File: config.mk
export PLATFORM = sky130hd
export DESIGN_NAME = dect_counter_timer
export DESIGN_NICKNAME = d
export VERILOG_FILES = /design/src/rtl/dect_counter_timer.v
export VERILOG_INCLUDE_DIRS = /design/src /design/src/rtl
export SDC_FILE = /design/constraint.sdc
export NUM_CORES = 1
export LEC_CHECK = 0
export BUFFER_PORTS_ARGS = -buffer_cell sky130_fd_sc_hd__buf_2
export CORE_MARGIN = 2
export CORE_UTILIZATION = 60
export CTS_CLUSTER_DIAMETER = 60
export DETAILED_ROUTE_END_ITERATION = 16
export PLACE_DENSITY = 0.8
export SLEW_MARGIN = 20
export SYNTH_ARGS = -nofsm -noshare
export SYNTH_HDL_FRONTEND = slang
export SYNTH_SLANG_ARGS = --single-unit
export TNS_END_PERCENT = 20
File: constraint.sdc
create_clock -name core_clk_i -period 19.12 [get_ports core_clk_i]
set_input_delay 3.824 -clock core_clk_i [delete_from_list [all_inputs] [get_ports core_clk_i]]
set_output_delay 3.824 -clock core_clk_i [all_outputs]
set_load 0.02 [all_outputs]
File: src/rtl/dect_defines.vh
// Constants for the dual event counter and timer block.
// Assumes a 20 MHz core clock and a simple strobe register port.
`ifndef DECT_DEFINES_VH
`define DECT_DEFINES_VH

// Register byte offsets.
`define DECT_REG_UNIT_SELECT    8'h00
`define DECT_REG_INCREMENT      8'h04
`define DECT_REG_START_TRIGGER  8'h08
`define DECT_REG_CLEAR          8'h0C
`define DECT_REG_DELAY          8'h10
`define DECT_REG_DURATION       8'h14
`define DECT_REG_PRESENT_COUNT  8'h18
`define DECT_REG_STATE          8'h1C
`define DECT_REG_COUNT_AT_CLEAR 8'h20
`define DECT_REG_IRQ_STATUS     8'h24
`define DECT_REG_IRQ_MASK       8'h28

// Source and activation field positions inside the source registers.
`define DECT_SRC_MSB 4
`define DECT_ACT_MSB 10
`define DECT_ACT_LSB 8

// Source codes.
`define DECT_SRC_OFF        5'h00
`define DECT_SRC_TICK       5'h01
`define DECT_SRC_C0_START   5'h0A
`define DECT_SRC_C1_END     5'h0D

// Activation modes.
`define DECT_ACT_LEVEL_LOW  3'h0
`define DECT_ACT_LEVEL_HIGH 3'h1
`define DECT_ACT_FALLING    3'h2
`define DECT_ACT_RISING     3'h3
`define DECT_ACT_ANY_EDGE   3'h4

// Counter states.
`define DECT_ST_IDLE   3'h0
`define DECT_ST_WAIT   3'h1
`define DECT_ST_DELAY  3'h2
`define DECT_ST_ACTIVE 3'h3
`define DECT_ST_DONE   3'h4

// Microsecond pulse timing.
`define DECT_CLK_PERIOD_NS 50
`define DECT_TICK_NS       1000
`define DECT_TICK_CYCLES   (`DECT_TICK_NS / `DECT_CLK_PERIOD_NS)

`endif

File: src/rtl/dect_counter_timer.v
// Two event counters and timers with their register port and interrupt.
// Assumes line inputs are asynchronous pins and all other sources share core_clk_i.
//
// Added by the designer: the plain strobed port and the address map.
`timescale 1ns/10ps
`include "dect_defines.vh"
`default_nettype none

module dect_counter_timer (
  // Clock and reset
  input  wire        core_clk_i,
  input  wire        reset_i,
  // Register port
  input  wire [7:0]  addr_i,
  input  wire [31:0] wr_data_i,
  input  wire        wr_i,
  input  wire        rd_i,
  output reg  [31:0] rd_data_o,
  // Event sources
  input  wire [3:0]  line_i,
  input  wire [3:0]  software_output_bit_i,
  input  wire [1:0]  combinational_unit_out_i,
  input  wire        exposure_start_i,
  input  wire        exposure_end_i,
  input  wire        frame_trigger_pending_i,
  // Events and interrupt
  output reg  [1:0]  tally_start_event_o,
  output reg  [1:0]  tally_end_event_o,
  output wire        irq_o
);

  reg          tally_unit_select_r;
  reg  [4:0]   inc_src_r   [0:1];
  reg  [2:0]   inc_act_r   [0:1];
  reg  [4:0]   trig_src_r  [0:1];
  reg  [2:0]   trig_act_r  [0:1];
  reg  [4:0]   clr_src_r   [0:1];
  reg  [2:0]   clr_act_r   [0:1];
  reg  [31:0]  delay_r     [0:1];
  reg  [31:0]  duration_r  [0:1];
  reg  [31:0]  count_r     [0:1];
  reg  [31:0]  at_clear_r  [0:1];
  reg  [2:0]   state_r     [0:1];
  reg  [3:0]   irq_status_r;
  reg  [3:0]   irq_mask_r;
  reg  [3:0]   line_meta_r;
  reg  [3:0]   line_sync_r;
  reg  [4:0]   tick_cnt_r;
  reg          microsecond_pulse_r;
  reg  [31:0]  src_prev_r;
  reg  [31:0]  rd_nxt;
  wire [31:0]  src_now;
  wire [3:0]   irq_events;
  wire         sel;
  wire [1:0]   inc_hit;
  wire [1:0]   trig_hit;
  wire [1:0]   clr_hit;
  wire [1:0]   sw_at_clear;
  wire [31:0]  cnt_inc     [0:1];
  integer      i;
  integer      u;

  // The tick counter wraps on its last cycle so that one pulse marks each microsecond.
  localparam integer TICK_LAST_I = `DECT_TICK_CYCLES - 1;
  localparam [4:0]   TICK_LAST   = TICK_LAST_I[4:0];

  assign sel = tally_unit_select_r;

  // Line pins are synchronised before any source logic sees them.
  always @(posedge core_clk_i or posedge reset_i) begin
    if (reset_i) begin
      line_meta_r <= 4'h0;
      line_sync_r <= 4'h0;
    end else begin
      line_meta_r <= line_i;
      line_sync_r <= line_meta_r;
    end
  end

  always @(posedge core_clk_i or posedge reset_i) begin
    if (reset_i) begin
      tick_cnt_r          <= 5'h00;
      microsecond_pulse_r <= 1'b0;
    end else if (tick_cnt_r == TICK_LAST) begin
      tick_cnt_r          <= 5'h00;
      microsecond_pulse_r <= 1'b1;
    end else begin
      tick_cnt_r          <= tick_cnt_r + 5'h01;
      microsecond_pulse_r <= 1'b0;
    end
  end

  // Bit positions equal the source codes; code 0 is the off setting and always low.
  assign src_now = {13'h0000, frame_trigger_pending_i, exposure_end_i, exposure_start_i,
                    combinational_unit_out_i, tally_end_event_o, tally_start_event_o,
                    software_output_bit_i, line_sync_r, microsecond_pulse_r, 1'b0};

  always @(posedge core_clk_i or posedge reset_i) begin
    if (reset_i) begin
      src_prev_r <= 32'h0000_0000;
    end else begin
      src_prev_r <= src_now;
    end
  end

  // Tick and counter events are already pulses, so they count once each whatever the mode.
  function qualify;
    input [4:0]  code;
    input [2:0]  act;
    input [31:0] now;
    input [31:0] prev;
    reg          cur;
    reg          old;
    begin
      cur = now[code];
      old = prev[code];
      if (code == `DECT_SRC_OFF) begin
        qualify = 1'b0;
      end else if (code == `DECT_SRC_TICK ||
                   (code >= `DECT_SRC_C0_START && code <= `DECT_SRC_C1_END)) begin
        qualify = cur;
      end else begin
        case (act)
          `DECT_ACT_LEVEL_LOW:  qualify = ~cur;
          `DECT_ACT_LEVEL_HIGH: qualify = cur;
          `DECT_ACT_FALLING:    qualify = old & ~cur;
          `DECT_ACT_RISING:     qualify = ~old & cur;
          `DECT_ACT_ANY_EDGE:   qualify = old ^ cur;
          default:              qualify = 1'b0;
        endcase
      end
    end
  endfunction

  // Configuration registers; the source, delay and duration registers are written for the selected counter.
  always @(posedge core_clk_i or posedge reset_i) begin
    if (reset_i) begin
      tally_unit_select_r <= 1'b0;
      irq_mask_r          <= 4'h0;
      for (i = 0; i < 2; i = i + 1) begin
        inc_src_r[i]  <= `DECT_SRC_OFF;
        inc_act_r[i]  <= `DECT_ACT_RISING;
        trig_src_r[i] <= `DECT_SRC_OFF;
        trig_act_r[i] <= `DECT_ACT_RISING;
        clr_src_r[i]  <= `DECT_SRC_OFF;
        clr_act_r[i]  <= `DECT_ACT_RISING;
        delay_r[i]    <= 32'h0000_0000;
        duration_r[i] <= 32'h0000_0000;
      end
    end else if (wr_i) begin
      case (addr_i)
        `DECT_REG_UNIT_SELECT: tally_unit_select_r <= wr_data_i[0];
        `DECT_REG_INCREMENT: begin
          inc_src_r[sel] <= wr_data_i[`DECT_SRC_MSB:0];
          inc_act_r[sel] <= wr_data_i[`DECT_ACT_MSB:`DECT_ACT_LSB];
        end
        `DECT_REG_START_TRIGGER: begin
          trig_src_r[sel] <= wr_data_i[`DECT_SRC_MSB:0];
          trig_act_r[sel] <= wr_data_i[`DECT_ACT_MSB:`DECT_ACT_LSB];
          if (wr_data_i[`DECT_SRC_MSB:0] != `DECT_SRC_OFF) begin
            clr_src_r[sel] <= `DECT_SRC_OFF;
          end
        end
        `DECT_REG_CLEAR: begin
          clr_src_r[sel] <= wr_data_i[`DECT_SRC_MSB:0];
          clr_act_r[sel] <= wr_data_i[`DECT_ACT_MSB:`DECT_ACT_LSB];
          if (wr_data_i[`DECT_SRC_MSB:0] != `DECT_SRC_OFF) begin
            trig_src_r[sel] <= `DECT_SRC_OFF;
          end
        end
        `DECT_REG_DELAY:     delay_r[sel]    <= wr_data_i;
        `DECT_REG_DURATION:  duration_r[sel] <= wr_data_i;
        `DECT_REG_IRQ_MASK:  irq_mask_r      <= wr_data_i[3:0];
        default: ;
      endcase
    end
  end

  // Per-counter source hits, read by index in the state machine process below.
  genvar g;
  generate
    for (g = 0; g < 2; g = g + 1) begin : g_unit
      assign inc_hit[g]     = qualify(inc_src_r[g], inc_act_r[g], src_now, src_prev_r);
      assign trig_hit[g]    = qualify(trig_src_r[g], trig_act_r[g], src_now, src_prev_r);
      assign clr_hit[g]     = qualify(clr_src_r[g], clr_act_r[g], src_now, src_prev_r);
      assign cnt_inc[g]     = count_r[g] + {31'h0000_0000, inc_hit[g]};
      assign sw_at_clear[g] = wr_i && addr_i == `DECT_REG_COUNT_AT_CLEAR && sel == g;
    end
  endgenerate

  // Both counters share one process so that every event output and array has a single driver.
  // A clear outranks everything else in the same cycle, including a start or end.
  always @(posedge core_clk_i or posedge reset_i) begin
    if (reset_i) begin
      tally_start_event_o <= 2'b00;
      tally_end_event_o   <= 2'b00;
      for (u = 0; u < 2; u = u + 1) begin
        state_r[u]    <= `DECT_ST_IDLE;
        count_r[u]    <= 32'h0000_0000;
        at_clear_r[u] <= 32'h0000_0000;
      end
    end else begin
      tally_start_event_o <= 2'b00;
      tally_end_event_o   <= 2'b00;
      for (u = 0; u < 2; u = u + 1) begin
        if (clr_hit[u]) begin
          at_clear_r[u] <= count_r[u];
          count_r[u]    <= 32'h0000_0000;
          state_r[u]    <= `DECT_ST_IDLE;
        end else begin
          if (sw_at_clear[u]) begin
            at_clear_r[u] <= wr_data_i;
          end
          if (inc_src_r[u] == `DECT_SRC_OFF) begin
            state_r[u] <= `DECT_ST_IDLE;
          end else begin
            case (state_r[u])
              `DECT_ST_IDLE: begin
                count_r[u] <= 32'h0000_0000;
                if (trig_src_r[u] != `DECT_SRC_OFF) begin
                  state_r[u] <= `DECT_ST_WAIT;
                end else begin
                  state_r[u] <= `DECT_ST_DELAY;
                end
              end
              `DECT_ST_WAIT: begin
                if (trig_hit[u]) begin
                  count_r[u] <= 32'h0000_0000;
                  state_r[u] <= `DECT_ST_DELAY;
                end
              end
              `DECT_ST_DELAY: begin
                if (cnt_inc[u] >= delay_r[u]) begin
                  tally_start_event_o[u] <= 1'b1;
                  count_r[u]             <= 32'h0000_0000;
                  state_r[u]             <= `DECT_ST_ACTIVE;
                end else begin
                  count_r[u] <= cnt_inc[u];
                end
              end
              `DECT_ST_ACTIVE: begin
                count_r[u] <= cnt_inc[u];
                if (cnt_inc[u] >= duration_r[u]) begin
                  tally_end_event_o[u] <= 1'b1;
                  state_r[u]           <= `DECT_ST_DONE;
                end
              end
              `DECT_ST_DONE: begin
                // A fresh trigger re-arms the counter, so a triggered counter acts as a one-shot generator.
                if (trig_src_r[u] != `DECT_SRC_OFF && trig_hit[u]) begin
                  count_r[u] <= 32'h0000_0000;
                  state_r[u] <= `DECT_ST_DELAY;
                end
              end
              default: state_r[u] <= `DECT_ST_IDLE;
            endcase
          end
        end
      end
    end
  end

  // Status bits: counter 0 start, counter 0 end, counter 1 start, counter 1 end.
  assign irq_events = {tally_end_event_o[1], tally_start_event_o[1],
                       tally_end_event_o[0], tally_start_event_o[0]};

  // A read clears the status, but an event in that same cycle survives the clear.
  always @(posedge core_clk_i or posedge reset_i) begin
    if (reset_i) begin
      irq_status_r <= 4'h0;
    end else if (rd_i && addr_i == `DECT_REG_IRQ_STATUS) begin
      irq_status_r <= irq_events;
    end else begin
      irq_status_r <= irq_status_r | irq_events;
    end
  end

  assign irq_o = |(irq_status_r & irq_mask_r);

  always @* begin
    rd_nxt = 32'h0000_0000;
    case (addr_i)
      `DECT_REG_UNIT_SELECT:    rd_nxt = {31'h0000_0000, sel};
      `DECT_REG_INCREMENT:      rd_nxt = {21'h00_0000, inc_act_r[sel], 3'h0, inc_src_r[sel]};
      `DECT_REG_START_TRIGGER:  rd_nxt = {21'h00_0000, trig_act_r[sel], 3'h0, trig_src_r[sel]};
      `DECT_REG_CLEAR:          rd_nxt = {21'h00_0000, clr_act_r[sel], 3'h0, clr_src_r[sel]};
      `DECT_REG_DELAY:          rd_nxt = delay_r[sel];
      `DECT_REG_DURATION:       rd_nxt = duration_r[sel];
      `DECT_REG_PRESENT_COUNT:  rd_nxt = count_r[sel];
      `DECT_REG_STATE:          rd_nxt = {29'h0000_0000, state_r[sel]};
      `DECT_REG_COUNT_AT_CLEAR: rd_nxt = at_clear_r[sel];
      `DECT_REG_IRQ_STATUS:     rd_nxt = {28'h000_0000, irq_status_r};
      `DECT_REG_IRQ_MASK:       rd_nxt = {28'h000_0000, irq_mask_r};
      default:                  rd_nxt = 32'h0000_0000;
    endcase
  end

  // Read data are valid only in the cycle after the strobe and zero otherwise.
  always @(posedge core_clk_i or posedge reset_i) begin
    if (reset_i) begin
      rd_data_o <= 32'h0000_0000;
    end else if (rd_i) begin
      rd_data_o <= rd_nxt;
    end else begin
      rd_data_o <= 32'h0000_0000;
    end
  end

endmodule

`default_nettype wire

==> metrics <==
Die Y=206.9 um; synth-to-layout area growth=9.029%; pre-CTS WS=7.718 ns; Clock transition at path regs=0.06 ns; CTS buffer count=45; crit path time final=10.98 ns; area share of the largest cell type after synthesis=38.00%; Sw Ratio=27.08%; worst skew pair latency=0.60 ns; YS warnings=0; first-pass GRT wire length=119900 um; row count=74; Clock Tree Buf Depth=3; crit path max fanout=25; crit start category=primary input; Post-Route WL=77390 um; postcts setup bufs=0; drt first-iter violations=2385; PnR worst setup slack=8.142 ns; DRC violations left=0; Setup Skew=0.02958 ns; crit-path most repeated cell=ha_1; Min-Delay Path Class=reg -> reg; CP top delay family=simple AND/OR/NAND/NOR gates; CTS tree=built; final hold violation count=0; CTS Root Cell=clkbuf_16; layout cells sized above 1=18.56%; fin nets=2661; # IOs=94; outcome=finished clean; CP Capture Type=register; CP peak stage delay=0.84 ns; Synth Register Bits=387; sequential area share after synthesis=39.28%; GRT Total Usage=36.88%; drt pass-1 iters=6; RSZ-0062 raised after global routing=no; number of flops mapped to enable cells by yosys=0; Slew @ Worst Pin=1.189 ns; Worst path slowest cell=and2_1; CP Class=in -> reg; Max-slew headroom=20.54%; max_cap viols=0; # clock sinks=387; grt ovf=0; GP Congestion=0.9828; largest net degree at the start of global routing=188; core box area=40740 um2; Post-CTS Resized=0; top-count cell post-synth=dfrtp_1; drt wl/cell=25.55 um; vias per inst=6.798; Slew Limit Fails=0; antenna-violating nets left=0; CP bufs+invs=1; Flop pwr share=43.1%; ys flop type=dfrtp_1; Mean Syn Cell Area=10.05 um2; Worst Path Arrival=11.51 ns; Pleak=12.61 nW; CTS H-Tree Depth=2; worst vdd ir=0.08543 mV; Syn Std Cell Area=24690 um2; Port Buffers=93; Synth Net Count=2659; WP data required=19.65 ns; final hold slack=0.3497 ns; dominant cell type by area after synthesis=dfrtp_1; cts hold-fix bufs=0; setup_tns=0 ns; total net switching power=0.5732 mW; final HPWL from detailed placement=52500 um; Chip Width=206.9 um; die area=42800 um2; synth top area cells=dfrtp_1, mux2_2, ha_1, mux2i_1, mux4_2; antenna violations before repair=4; Cell Int Power=1.544 mW; top post-synthesis cells by count=dfrtp_1, nor2_1, mux2_2; Comb pwr share=12.2%; PD cells=78.62 nW/um2; Final setup viols=0; asr flop ratio synth=100.0%; Distinct cells, synth=86; post-route clock period utilization=57.42%; vias in the first global route=20340; Vias=20590; Max Freq=91.09 MHz; Synth Instances=2457; clock share of power=44.6%; Initial Util=60.61%
-- per-layer routing --
layer	part of all wire, %	GRT usage [%]	wire length, um
met1	39	49.77	30070
met2	45	57.19	34890
met3	11	7.551	8522
met4	5.0	17.55	3895
met5	0.017	0	13
-- final timing paths --
kind	slack, ns	from	end	cells past startpoint
max	8.14	combinational_unit_out_i[1]	count_r[34]	26
min	0.35	line_meta_r[3]	line_sync_r[3]	0
max reg2reg	10.62	inc_src_r[5]	count_r[34]	25
min reg2reg	0.35	line_meta_r[3]	line_sync_r[3]	0
max in group asynchronous	14.02	reset_i	sel	4
min in group asynchronous	3.44	reset_i	delay_r[63]	2
-- sequential cells by signal, indices dropped and copies added, names as in the netlist, 5 cells and up --
| signal | flops |
|---|---|
| at_clear_r | 64 |
| count_r | 64 |
| delay_r | 64 |
| duration_r | 64 |
| rd_data_o | 32 |
| src_prev_r | 18 |
| clr_src_r | 10 |
| inc_src_r | 10 |
| trig_src_r | 10 |
| clr_act_r | 6 |
| inc_act_r | 6 |
| state_r | 6 |
| trig_act_r | 6 |
| tick_cnt_r | 5 |
-- stage by stage --
step | power (mW) | instance area (um2) | util (%) | std cells
4_1_cts | 2.118 | 26890 | 66.00 | 3025
5_1_grt | 2.187 | 26920 | 66.09 | 3029
2_1_floorplan | 1.104 | 24690 | - | 2457
3_5_place_dp | 1.179 | 25290 | 62.07 | 2943
6_report | 2.117 | 26920 | 66.09 | 3029
3_3_place_gp | 1.165 | 25290 | 62.07 | 2943
-- layout by cell type (no fill, tap or decap), types with 89 or more instances in the layout --
cell	count
mux2i_1	171
nor2_1	182
inv_1	162
buf_2	93
mux2_2	181
o21ai_0	89
ha_1	145
nand2_1	169
dfrtp_1	374
a21oi_1	114
-- power groups by stage --
stage | clock network, mW | registers (mW) | logic [mW]
floorplan | 0 | 0.906 | 0.198
global placement | 0 | 0.922 | 0.243
detailed placement | 0 | 0.926 | 0.253
CTS | 0.950 | 0.912 | 0.256
global route | 0.984 | 0.918 | 0.284
finish | 0.945 | 0.913 | 0.259
-- final cells by class --
cell class / instances / area, um2
fillers: 3124 / 13820
multi-input cells: 1744 / 13640
flip-flops and latches: 387 / 9703
clock buffers: 60 / 1265
repair buffers: 118 / 685.7
well taps: 532 / 665.6
inverters: 163 / 619.3
clock inverters: 22 / 335.3
diodes: 3 / 7.507
-- cells by family after synthesis --
family	count (synthesis)	share of synthesized area, %
adder cells (fa/ha/maj)	145	7.347
AO/OA/AOI/OAI	526	14.39
buffers and inverters	326	5.634
multiplexers	396	19.15
flip-flops	387	39.28
XOR/XNOR	64	2.270
AND/OR/NAND/NOR	613	11.93
Note: power is estimated with default switching activity, not from simulation.
